## src/inc/cpf_params.svh

```systemverilog
// Purpose: constants of the clock prescale, trim and failover block
// Assumes: byte-wide registers on a 32-bit classic wishbone, one word each
// Notes:   the printed offsets are indices, the byte address is four times the index
`ifndef CPF_PARAMS_SVH
`define CPF_PARAMS_SVH

// ****************************************************************
// register map
// ****************************************************************
`define CPF_IDX_DIVIDER_CONTROL   8'h61
`define CPF_IDX_FAIL_DETECT       8'h62
`define CPF_IDX_RC_TRIM           8'h66
`define CPF_IDX_STATUS            8'h70
`define CPF_ADDR_W                10

// ****************************************************************
// fields and values
// ****************************************************************
`define CPF_CHANGE_EN_BIT         7
`define CPF_DIV_LSB               0
`define CPF_DIV_MSB               3
`define CPF_FAIL_FLAG_BIT         1
`define CPF_FAIL_IE_BIT           0
`define CPF_DIV_BY1               4'h0
`define CPF_DIV_BY8               4'h3
`define CPF_DIV_MAX               4'h8
`define CPF_CHANGE_EN_WRITE       8'h80
`define CPF_TRIM_DEFAULT          8'h80
`define CPF_SRC_RC                4'h2
`define CPF_SRC_EXT               4'h0

// ****************************************************************
// timing
// ****************************************************************
`define CPF_CHANGE_WINDOW         3'h4
`define CPF_CLOCK_HZ              20000000
`define CPF_DET_HZ                128000
`define CPF_DET_PERIOD_CYC        ((`CPF_CLOCK_HZ + `CPF_DET_HZ - 1) / `CPF_DET_HZ)
`define CPF_FAIL_WINDOW_TICKS     4'h4
`define CPF_STARTUP_TICKS         16'h0100

`endif

```

## src/inc/cpf_pkg.sv

```systemverilog
// Purpose: shared types of the clock prescale, trim and failover block
// Assumes: cpf_params.svh holds every number
// Notes:   none
package cpf_pkg;

    // ****************************************************************
    // types
    // ****************************************************************
    typedef enum logic [1:0] {
        cpf_mon_off     = 2'b00,
        cpf_mon_startup = 2'b01,
        cpf_mon_watch   = 2'b11,
        cpf_mon_failed  = 2'b10
    } cpf_mon_e;

    typedef struct packed {
        logic       valid;
        logic       we;
        logic [7:0] wdata;
        logic [7:0] index;
    } cpf_acc_s;

    typedef struct packed {
        logic       fail_flag;
        logic       fail_ie;
        logic [3:0] divider_select;
        logic       change_en;
    } cpf_ctl_s;

endpackage : cpf_pkg

```

## src/rtl/cpf_clock_ctrl.sv

```systemverilog
// Purpose: trim register, system clock prescaler and clock failure detection
// Assumes: classic wishbone slave, 32-bit data, byte data in bits 7:0
// Notes:   the detector tick is derived here from the main clock
//
// Implementation choice: the Wishbone register port.
`include "cpf_params.svh"
`timescale 1ns/1ps
module cpf_clock_ctrl
    import cpf_pkg::*;
#(
    parameter logic [15:0] STARTUP_TICKS = `CPF_STARTUP_TICKS
) (
    // clock and reset
    input  wire logic        clock,
    input  wire logic        rst_b,
    // wishbone slave
    input  wire logic        wb_cyc_i,
    input  wire logic        wb_stb_i,
    input  wire logic        wb_we_i,
    input  wire logic [9:0]  wb_adr_i,
    input  wire logic [31:0] wb_dat_i,
    input  wire logic [3:0]  wb_sel_i,
    output logic [31:0]      wb_dat_o,
    output logic             wb_ack_o,
    output logic             wb_err_o,
    // fuses and straps
    input  wire logic [7:0]  factory_trim,
    input  wire logic        divide_by_eight_fuse,
    input  wire logic        clock_fail_detect,
    // power state and external clock
    input  wire logic        sleep_deep,
    input  wire logic        ext_clock_in,
    // clock controls
    output logic [7:0]       rc_trim,
    output logic             trim_band_select,
    output logic [6:0]       trim_fine,
    output logic             sys_tick,
    output logic [3:0]       clock_source_select,
    output logic             rc_osc_enable,
    output logic             det_osc_enable,
    output logic             fail_irq
);

    cpf_acc_s   acc;
    cpf_ctl_s   ctl;
    cpf_mon_e   mon;
    logic       ack_q;
    logic       hit;
    logic [3:0] active_select;
    logic [2:0] window_count;
    logic       straps_taken;
    logic       ext_sync;
    logic       ext_prev;
    logic       sleep_sync;
    logic       det_tick;
    logic [7:0] det_div;
    logic [15:0] startup_count;
    logic [3:0] fail_ticks;
    logic       edge_seen;
    logic       failed;

    // ****************************************************************
    // helpers
    // ****************************************************************
    function automatic logic is_write(input cpf_acc_s a, input logic [7:0] idx);
        is_write = a.valid && a.we && (a.index == idx);
    endfunction : is_write

    function automatic logic [31:0] word(input logic [7:0] b);
        word = {24'h000000, b};
    endfunction : word

    // ****************************************************************
    // bus slave: ack one cycle after the request, err on unmapped index
    // ****************************************************************
    assign acc.valid = wb_cyc_i && wb_stb_i && !ack_q && wb_sel_i[0] && hit;
    assign acc.we    = wb_we_i;
    assign acc.wdata = wb_dat_i[7:0];
    assign acc.index = 8'(wb_adr_i[9:2]);
    assign hit       = (acc.index == `CPF_IDX_DIVIDER_CONTROL) || (acc.index == `CPF_IDX_FAIL_DETECT) ||
                       (acc.index == `CPF_IDX_RC_TRIM) || (acc.index == `CPF_IDX_STATUS);

    always_ff @(posedge clock or negedge rst_b) begin
        if (!rst_b) begin
            ack_q    <= 1'b0;
            wb_ack_o <= 1'b0;
            wb_err_o <= 1'b0;
        end else begin
            ack_q    <= wb_cyc_i && wb_stb_i && !ack_q;
            wb_ack_o <= wb_cyc_i && wb_stb_i && !ack_q && hit;
            wb_err_o <= wb_cyc_i && wb_stb_i && !ack_q && !hit;
        end
    end

    always_ff @(posedge clock or negedge rst_b) begin
        if (!rst_b) begin
            wb_dat_o <= 32'h00000000;
        end else if (wb_cyc_i && wb_stb_i && !ack_q && !wb_we_i) begin
            case (acc.index)
                `CPF_IDX_DIVIDER_CONTROL: wb_dat_o <= word({ctl.change_en, 3'h0, ctl.divider_select});
                `CPF_IDX_FAIL_DETECT:     wb_dat_o <= word({6'h00, ctl.fail_flag, ctl.fail_ie});
                `CPF_IDX_RC_TRIM:         wb_dat_o <= word(rc_trim);
                `CPF_IDX_STATUS:          wb_dat_o <= word({2'h0, mon, active_select});
                default:                  wb_dat_o <= 32'h00000000;
            endcase
        end
    end

    // ****************************************************************
    // straps are caught after reset release
    // ****************************************************************
    always_ff @(posedge clock or negedge rst_b) begin
        if (!rst_b) begin
            straps_taken <= 1'b0;
        end else begin
            straps_taken <= 1'b1;
        end
    end

    // ****************************************************************
    // oscillator trim
    // ****************************************************************
    always_ff @(posedge clock or negedge rst_b) begin
        if (!rst_b) begin
            rc_trim <= `CPF_TRIM_DEFAULT;
        end else if (!straps_taken) begin
            rc_trim <= factory_trim;
        end else if (is_write(acc, `CPF_IDX_RC_TRIM)) begin
            rc_trim <= acc.wdata;
        end
    end

    assign trim_band_select = rc_trim[7];
    assign trim_fine        = rc_trim[6:0];

    // ****************************************************************
    // divider control with timed change enable
    // ****************************************************************
    always_ff @(posedge clock or negedge rst_b) begin
        if (!rst_b) begin
            ctl.change_en <= 1'b0;
            window_count  <= 3'h0;
        end else if (is_write(acc, `CPF_IDX_DIVIDER_CONTROL) && ctl.change_en
                     && !acc.wdata[`CPF_CHANGE_EN_BIT]) begin
            ctl.change_en <= 1'b0;
            window_count  <= 3'h0;
        end else if (is_write(acc, `CPF_IDX_DIVIDER_CONTROL) && !ctl.change_en
                     && acc.wdata == `CPF_CHANGE_EN_WRITE) begin
            ctl.change_en <= 1'b1;
            window_count  <= `CPF_CHANGE_WINDOW;
        end else if (ctl.change_en) begin
            // a rewrite falls here and does not restart the window
            window_count  <= window_count - 3'h1;
            ctl.change_en <= (window_count != 3'h1);
        end
    end

    always_ff @(posedge clock or negedge rst_b) begin
        if (!rst_b) begin
            ctl.divider_select <= `CPF_DIV_BY1;
        end else if (!straps_taken) begin
            ctl.divider_select <= divide_by_eight_fuse ? `CPF_DIV_BY8 : `CPF_DIV_BY1;
        end else if (failed && !ctl.fail_flag) begin
            // one cycle only: the flag follows failed one edge later
            ctl.divider_select <= `CPF_DIV_BY8;
        end else if (is_write(acc, `CPF_IDX_DIVIDER_CONTROL) && ctl.change_en
                     && !acc.wdata[`CPF_CHANGE_EN_BIT]) begin
            // any code is stored, regardless of the fuse
            ctl.divider_select <= acc.wdata[`CPF_DIV_MSB:`CPF_DIV_LSB];
        end
    end

    // ****************************************************************
    // prescaler: reserved codes are held at the largest factor
    // ****************************************************************
    cpf_prescaler u_prescaler (
        .clock          (clock),
        .rst_b          (rst_b),
        .divider_select ((ctl.divider_select > `CPF_DIV_MAX) ? `CPF_DIV_MAX : ctl.divider_select),
        .sys_tick       (sys_tick),
        .active_select  (active_select)
    );

    // ****************************************************************
    // detector clock and inputs
    // ****************************************************************
    cpf_sync u_ext_sync (
        .clock    (clock),
        .rst_b    (rst_b),
        .async_in (ext_clock_in),
        .sync_out (ext_sync)
    );

    cpf_sync u_sleep_sync (
        .clock    (clock),
        .rst_b    (rst_b),
        .async_in (sleep_deep),
        .sync_out (sleep_sync)
    );

    assign det_osc_enable = clock_fail_detect;

    always_ff @(posedge clock or negedge rst_b) begin
        if (!rst_b) begin
            det_div  <= 8'h00;
            det_tick <= 1'b0;
        end else if (!det_osc_enable) begin
            det_div  <= 8'h00;
            det_tick <= 1'b0;
        end else if (det_div == 8'(`CPF_DET_PERIOD_CYC - 1)) begin
            det_div  <= 8'h00;
            det_tick <= 1'b1;
        end else begin
            det_div  <= det_div + 8'h01;
            det_tick <= 1'b0;
        end
    end

    always_ff @(posedge clock or negedge rst_b) begin
        if (!rst_b) begin
            ext_prev <= 1'b0;
        end else begin
            ext_prev <= ext_sync;
        end
    end

    // ****************************************************************
    // failure monitor
    // ****************************************************************
    always_ff @(posedge clock or negedge rst_b) begin
        if (!rst_b) begin
            mon           <= cpf_mon_off;
            startup_count <= 16'h0000;
            fail_ticks    <= 4'h0;
            edge_seen     <= 1'b0;
            failed        <= 1'b0;
        end else begin
            case (mon)
                cpf_mon_off: begin
                    startup_count <= 16'h0000;
                    if (clock_fail_detect && !sleep_sync) begin
                        mon <= cpf_mon_startup;
                    end
                end
                cpf_mon_startup: begin
                    if (!clock_fail_detect || sleep_sync) begin
                        mon <= cpf_mon_off;
                    end else if (startup_count >= STARTUP_TICKS) begin
                        mon        <= cpf_mon_watch;
                        fail_ticks <= 4'h0;
                        edge_seen  <= 1'b0;
                    end else if (det_tick) begin
                        startup_count <= startup_count + 16'h0001;
                    end
                end
                cpf_mon_watch: begin
                    if (!clock_fail_detect || sleep_sync) begin
                        mon <= cpf_mon_off;
                    end else if (ext_sync && !ext_prev) begin
                        edge_seen <= 1'b1;
                        if (det_tick) begin
                            fail_ticks <= 4'h0;
                            edge_seen  <= 1'b0;
                        end
                    end else if (det_tick) begin
                        if (edge_seen) begin
                            fail_ticks <= 4'h0;
                        end else if (fail_ticks == `CPF_FAIL_WINDOW_TICKS - 4'h1) begin
                            failed <= 1'b1;
                            mon    <= cpf_mon_failed;
                        end else begin
                            fail_ticks <= fail_ticks + 4'h1;
                        end
                        edge_seen <= 1'b0;
                    end
                end
                cpf_mon_failed: begin
                    mon <= cpf_mon_failed;
                end
                default: begin
                    mon <= cpf_mon_off;
                end
            endcase
        end
    end

    // ****************************************************************
    // clock switch
    // ****************************************************************
    assign clock_source_select = failed ? `CPF_SRC_RC : `CPF_SRC_EXT;
    assign rc_osc_enable       = failed;

    // ****************************************************************
    // fail detect control and status
    // ****************************************************************
    always_ff @(posedge clock or negedge rst_b) begin
        if (!rst_b) begin
            ctl.fail_flag <= 1'b0;
        end else if (failed) begin
            ctl.fail_flag <= 1'b1;
        end
    end

    always_ff @(posedge clock or negedge rst_b) begin
        if (!rst_b) begin
            ctl.fail_ie <= 1'b0;
        end else if (is_write(acc, `CPF_IDX_FAIL_DETECT) && acc.wdata[`CPF_FAIL_IE_BIT]) begin
            ctl.fail_ie <= 1'b1;
        end
    end

    always_ff @(posedge clock or negedge rst_b) begin
        if (!rst_b) begin
            fail_irq <= 1'b0;
        end else begin
            fail_irq <= ctl.fail_flag && ctl.fail_ie;
        end
    end

endmodule : cpf_clock_ctrl

```

## src/rtl/cpf_sync.sv

```systemverilog
// Purpose: two-stage synchroniser for a level from outside the clock domain
// Assumes: one destination clock
// Notes:   only the second stage is visible
`timescale 1ns/1ps
module cpf_sync
    import cpf_pkg::*;
(
    // clock and reset
    input  wire logic clock,
    input  wire logic rst_b,
    // level
    input  wire logic async_in,
    output logic      sync_out
);

    logic meta;

    always_ff @(posedge clock or negedge rst_b) begin
        if (!rst_b) begin
            meta     <= 1'b0;
            sync_out <= 1'b0;
        end else begin
            meta     <= async_in;
            sync_out <= meta;
        end
    end

endmodule : cpf_sync

```

## src/rtl/cpf_prescaler.sv

```systemverilog
// Purpose: glitch-free power-of-two divider of the source clock as an enable
// Assumes: divider_select already limited to legal codes
// Notes:   a new setting takes effect only at a terminal count of the old one
`include "cpf_params.svh"
`timescale 1ns/1ps
module cpf_prescaler
    import cpf_pkg::*;
(
    // clock and reset
    input  wire logic       clock,
    input  wire logic       rst_b,
    // setting
    input  wire logic [3:0] divider_select,
    // output
    output logic            sys_tick,
    output logic [3:0]      active_select
);

    logic [7:0] count;
    logic [7:0] span;

    // ****************************************************************
    // divider
    // ****************************************************************
    assign span = 8'((9'h001 << active_select) - 9'h001);

    always_ff @(posedge clock or negedge rst_b) begin
        if (!rst_b) begin
            count         <= 8'h00;
            active_select <= `CPF_DIV_BY1;
            sys_tick      <= 1'b0;
        end else if (count >= span) begin
            // switch only at the end of a full period: no short pulse
            count         <= 8'h00;
            active_select <= divider_select;
            sys_tick      <= 1'b1;
        end else begin
            count         <= count + 8'h01;
            sys_tick      <= 1'b0;
        end
    end

endmodule : cpf_prescaler

```

## config.mk

```make
export PLATFORM = sky130hd
export DESIGN_NAME = cpf_clock_ctrl
export DESIGN_NICKNAME = d
export VERILOG_FILES = /design/src/inc/cpf_pkg.sv /design/src/rtl/cpf_clock_ctrl.sv /design/src/rtl/cpf_sync.sv /design/src/rtl/cpf_prescaler.sv
export VERILOG_INCLUDE_DIRS = /design/src /design/src/inc
export SDC_FILE = /design/constraint.sdc
export NUM_CORES = 1
export LEC_CHECK = 0
export ABC_AREA = 1
export BUFFER_PORTS_ARGS = -buffer_cell sky130_fd_sc_hd__buf_2
export CAP_MARGIN = 5
export CELL_PAD_IN_SITES_DETAIL_PLACEMENT = 1
export CELL_PAD_IN_SITES_GLOBAL_PLACEMENT = 1
export CORE_MARGIN = 1.5
export CORE_UTILIZATION = 30
export DETAILED_ROUTE_END_ITERATION = 8
export MAX_ROUTING_LAYER = met4
export PLACE_DENSITY_LB_ADDON = 0.1
export SLEW_MARGIN = 40
export SYNTH_ARGS = -nofsm -noshare
export SYNTH_HDL_FRONTEND = slang
export SYNTH_SLANG_ARGS = --single-unit
```

## constraint.sdc

```tcl
create_clock -name clock -period 2.4 [get_ports clock]
set_input_delay 0.36 -clock clock [delete_from_list [all_inputs] [get_ports clock]]
set_output_delay 0.36 -clock clock [all_outputs]
set_load 0.05 [all_outputs]
```

After elaboration in Yosys (flattened, before gate mapping)
Cells that the tools add are included.

Add/subtract/negate cells: 6. $lt $le $gt $ge: 3. Eq/ne operators: 27. Shifts and indexed selects: 1. Muxes and demuxes: 50. Bitwise gates (word level): 3. Reductions and logical operators: 42.

Operator list (number): 16-bit two-way mux (3); 4-bit two-way mux (12); 8-bit two-way mux (5); 8-bit by 7-bit equality test with 1-bit output (second input constant) (4); 16-bit one-hot mux with 2 select lines (1); 8-bit one-hot mux with 4 select lines (1); 1-bit logical AND (20); 2-bit two-way mux (10); 3-bit != test (second input constant) (6); 6-bit AND reduction (3); 16-bit by 1-bit adder with 16-bit output (second input constant) (1); 8-bit by 1-bit adder with 8-bit output (second input constant) (2); 8-bit equality test (second input constant) (2); 16-bit by 9-bit greater-or-equal comparator with 1-bit output (second input constant) (1); 2-bit != test (second input constant) (7); 1-bit two-way mux (12); 1-bit logical NOT (9); 3-bit two-way mux (3); 8-bit greater-or-equal comparator (1); 2-bit one-hot mux with 4 select lines (1); 4-bit one-hot mux with 2 select lines (1); 1-bit by 4-bit << shifter with 8-bit output (first input constant) (1); 8-bit by 1-bit subtractor with 8-bit output (second input constant) (1); 3-bit by 1-bit != test with 1-bit output (second input constant) (2); 16 further kinds (23).

Register bits after elaboration: 106. Bits of input ports: 63. Output and inout bits: 58. Logic and storage cells: 159.

Longest topological paths before layout
Depth in word-level cells: 12. Gate-level depth with buffers: 13. Depth with buffers taken out: 13.

By module
From an unflattened synthesis, not the netlist that was laid out.

Cells, all modules: 580. Area total of the unflattened synthesis: 4662.0 µm².

Modules (own cells, without submodules): cpf_clock_ctrl (times used 1, cells each 464, area an instance 3673.5 µm², seq. area each 1627.8 µm²); cpf_prescaler (times used 1, cells each 112, area an instance 888.4 µm², seq. area each 325.3 µm²); cpf_sync (times used 2, cells each 2, area an instance 50.0 µm², seq. area each 50.0 µm²).

Worst setup path before layout
Ideal clock, no wire load.

Path kind: register to register. Start point: register u_prescaler.active_select[3]. End point: register u_prescaler.active_select[2]. Arrival: 2.251 ns. Data required time: 2.273 ns. Setup slack: 0.022 ns. Cell stages (with the launch flop): 14. Period minus slack after synthesis: 2.378 ns. Path through: dfrtp_1 nor2_1 nand3_1 ha_1 nand2_1 nor2_1 xor2_1 ha_1 nand2_1 nor2_1 nand4_1 o2111ai_1 buf_2 o21ai_0.

Longest elaborated chain between the ends: 3.

RTL lines: start, declared (line cpf_prescaler.sv:16) `output logic [3:0] active_select`; start signal, assigned (line cpf_prescaler.sv:30) `` active_select <= `CPF_DIV_BY1; ``; start signal, assigned (line cpf_prescaler.sv:35) `active_select <= divider_select;`; 1-bit by 4-bit << shifter with 8-bit output (line cpf_prescaler.sv:25) `assign span = 8'((9'h001 << active_select) - 9'h001);`; 8-bit by 1-bit subtractor with 8-bit output (line cpf_prescaler.sv:25); 8-bit greater-or-equal comparator (line cpf_prescaler.sv:32) `end else if (count >= span) begin`.

No other way between the ends. A chain may end at the register's enable or synchronous reset.

Worst setup path in the final report
Start point: register u_prescaler.active_select[3]. End point: register u_prescaler.count[4].

Longest elaborated chain between the ends: 4.

RTL lines: 1-bit by 4-bit << shifter with 8-bit output (line cpf_prescaler.sv:25); 8-bit by 1-bit subtractor with 8-bit output (line cpf_prescaler.sv:25); 8-bit greater-or-equal comparator (line cpf_prescaler.sv:32); 8-bit two-way mux (line cpf_prescaler.sv:32); end signal, assigned (line cpf_prescaler.sv:38) `count <= count + 8'h01;`; end, declared (line cpf_prescaler.sv:19) `logic [7:0] count;`.

No other way between the ends.

==> summary.md <==
| Metric | Value |
|---|---|
| Iter 0 DRT Violations | 99 |
| Postcts setup bufs | 0 |
| Vias/cell | 4.544 |
| Critical Path End Type | flop |
| GPL Wtd Cong | 0.7593 |
| Most common cell after layout, fill and taps aside | nand2_1 |
| Period Utilization, post-route | 94.98% |
| Top cell type by total area after synthesis | dfrtp_1 |
| H-tree depth | 3 |
| Cell count after synthesis | 549 |
| Final wirelength | 10950 um |
| Status | finished, violations left |
| P&R area growth vs syn | 19.31% |
| Worst Hold Launch | ext_clock_in |
| Total track usage | 15.39% |
| Startpoint Class | flop |
| Post-route cell area | 5426 sq um |
| Final Net Count | 702 |
| Reg2reg end | u_prescaler.count[4]$_DFF_PN0_ |
| Post-synth EDFFs | 0 |
| Starting Density | 31.06% |
| Dpl hpwl | 8503 um |
| Drt drc | 6 |
| Total CTS buffers | 9 |
| Synth warn | 0 |
| Share of layout cells above drive strength 1 | 23.60% |
| Synth area leaders | dfrtp_1 (45%), nand2_1 (9.2%), buf_4 (6.3%) |
| Min Hold Slack | 0.1165 ns |
| Antenna Cells | 0 |
| CTS clk-pin slew, worst paths | 0.07 ns |
| Met1 usage | 18.58% |
| Die H | 126.1 um |
| Clk_lat worst skew | 0.34 ns |
| R2R Setup Slk | 0.12 ns |
| Wire length of the first global-routing pass | 18740 um |
| Worst VDD drop | 330.7 uV |
| Synth unique cells | 44 |
| Synthesized area | 4548 sq um |
| Fin crit period | 2.280 ns |
| IO Count | 121 |
| DR vias | 3685 |
| Root Driver | clkbuf_16 |
| Max FO, Critical Path | 9 |
| R2R depth | 12 |
| Worst hold path type | in2reg |
| Seq cells post-synth | 82 |
| Core area | 14640 sq um |
| Clock buffer depth | 2 |
| Port bufs | 64 |
| Asr flop ratio synth | 100.0% |
| Seq/Total Area, Yosys | 45.14% |
| Die area | 15910 sq um |
| Most Crowded Layer GR | met2 |
| Grt met3 use | 2.464% |
| Max Cap Violations | 0 |
| Most used cells in the layout excluding fill and tap cells | nand2_1 (108), dfrtp_1 (81), inv_1 (67) |
| Initial antenna violation count | 0 |
| Area of placed instances | 5000 sq um |
| Hold Path Depth | 1 |
| Pin count of the biggest net entering global routing | 36 |
| Arr. time, crit path | 2.54 ns |
| Fin. Hold Viols | 0 |
| Commonest register cell after synthesis | dfrtp_1 |
| F_max | 438.7 MHz |
| Row count | 44 |
| Total gr overflow | 0 |
| PD cells | 892.1 nW/um^2 |
| Sum Neg Setup Slack | 0 ns |
| Met2 Track Usage GR | 25.95% |
| Setup Crit Path Kind | reg2reg |
| Req. time, crit path | 2.66 ns |
| Violated checks | design-rule violations |
| Slew Limit Fails | 0 |
| Total chip power | 4.841 mW |
| Routed length per instance | 13.50 um |
| Final Setup Violations | 0 |
| Hold path endpoint | u_ext_sync.meta$_DFF_PN0_ |
| Die Width | 126.1 um |
| Mapped Avg Cell Area | 8.284 sq um |
| Critical R2R Launch | u_prescaler.active_select[3]$_DFFE_PN0P_ |
| Placed Cells | 794 |
| Post-route ant nets | 0 |
| Num Clock Sinks | 82 |
| Drt pass-1 iters | 6 |
| Vias in the first global route | 3839 |
| LEAKAGE | 2.756 nW |
| Fin cells | 811 |
| Yosys top cell area share | 44.57% |
| Clock skew | 0.006589 ns |
| CTS tree | done |
| RSZ-0062 raised after global routing | no |
synthesized netlist by cell type, types with 2 or more instances:
cell type / count
xnor2_1: 2
nor2_4: 4
inv_1: 67
nor3_1: 14
buf_4: 38
nand3_1: 30
dfrtp_1: 81
a21oi_1: 15
a21oi_2: 3
buf_2: 4
xor2_1: 7
conb_1: 2
nor2_2: 4
o2111ai_1: 2
nand4_1: 10
o22ai_1: 4
o21ai_0: 15
nor3b_1: 7
nand4_2: 2
nand3_2: 2
nand2_1: 111
ha_1: 17
o31ai_1: 2
nand2_2: 4
nand2_4: 4
inv_2: 9
o21ai_1: 14
nor2_1: 59
kinds of logic (layout without fill, tap and decap cells):
group	count (synthesis)	after routing	share of synthesized area (%)
fa+ha+maj	17	17	4.677
other cells	2	28	0.1651
xor+xnor	9	9	1.733
buf+inv	120	172	13.31
compound gates	61	61	7.758
simple gates	257	257	26.99
flops	82	82	45.14
mux	1	1	0.2201
stage by stage:
step / setup WS (ns) / utilization, %
final: 0.1204 / 37.06
after global routing: 0.01181 / 37.06
after CTS: 0.01625 / 36.52
after detailed placement: -0.07449 / 34.14
after global placement: 0.03232 / 34.14
after floorplan: 0.02224 / -
power breakdown:
group	internal [mW]	leakage (nW)	switching [mW]
clock	0.918	0.152	0.593
combinational	0.608	1.52	1.09
sequential	1.52	1.08	0.116
state kept, by name, indices dropped and copies added, names as in the netlist, 3 cells and up, named ones only:
| signal | flops |
|---|---|
| window_count | 3 |
| ctl | 7 |
| fail_ticks | 4 |
| u_prescaler.count | 8 |
| rc_trim | 8 |
| startup_count | 16 |
| wb_dat_o | 8 |
| u_prescaler.active_select | 4 |
| det_div | 8 |
worst max-delay path by stage:
stage                                        startpoint                                       end  cells past startpoint
3_3_place_gp   u_prescaler.active_select[3]$_DFFE_PN0P_  u_prescaler.active_select[0]$_DFFE_PN0P_                     14
2_1_floorplan  u_prescaler.active_select[3]$_DFFE_PN0P_  u_prescaler.active_select[2]$_DFFE_PN0P_                     13
3_5_place_dp   u_prescaler.active_select[3]$_DFFE_PN0P_  u_prescaler.active_select[0]$_DFFE_PN0P_                     14
4_1_cts        u_prescaler.active_select[2]$_DFFE_PN0P_            u_prescaler.count[3]$_DFF_PN0_                     13
5_1_grt        u_prescaler.active_select[3]$_DFFE_PN0P_  u_prescaler.active_select[1]$_DFFE_PN0P_                     14
6_report       u_prescaler.active_select[3]$_DFFE_PN0P_            u_prescaler.count[4]$_DFF_PN0_                     12
metal layers:
layer | vias to the layer above | part of all wire (%)
met5 | - | 0
met4 | 0 | 1.7
met3 | 12 | 2.7
met2 | 54 | 49
met1 | 1780 | 46
li1 | 1839 | -
cell type report:
class,count,area [sq um]
clock buffers,9,225.2
fillers,1764,9218
clock inverters,7,101.3
multi-input cells,373,2069
flip-flops and latches,82,2053
well taps,184,230.2
inverters,77,289.0
repair buffers,79,457.9
timing repair:
action,in CTS,in global routing
hold endpoints to repair,19,0
pin swaps,1,5
hold buffers,1,0
endpoints found under the setup margin,12,13
resized for setup,4,20
worst max-delay path, stage by stage (launching register included):
cell,delay (ns)
dfrtp_1,0.41
nor2_4,0.16
nand3_2,0.12
ha_4,0.18
buf_4,0.13
xor2_2,0.16
ha_1,0.29
nand2_2,0.07
o21ai_1,0.07
nand2_1,0.09
o2111ai_2,0.16
buf_6,0.18
nor3b_1,0.16
Note: power is estimated with default switching activity, not from simulation.
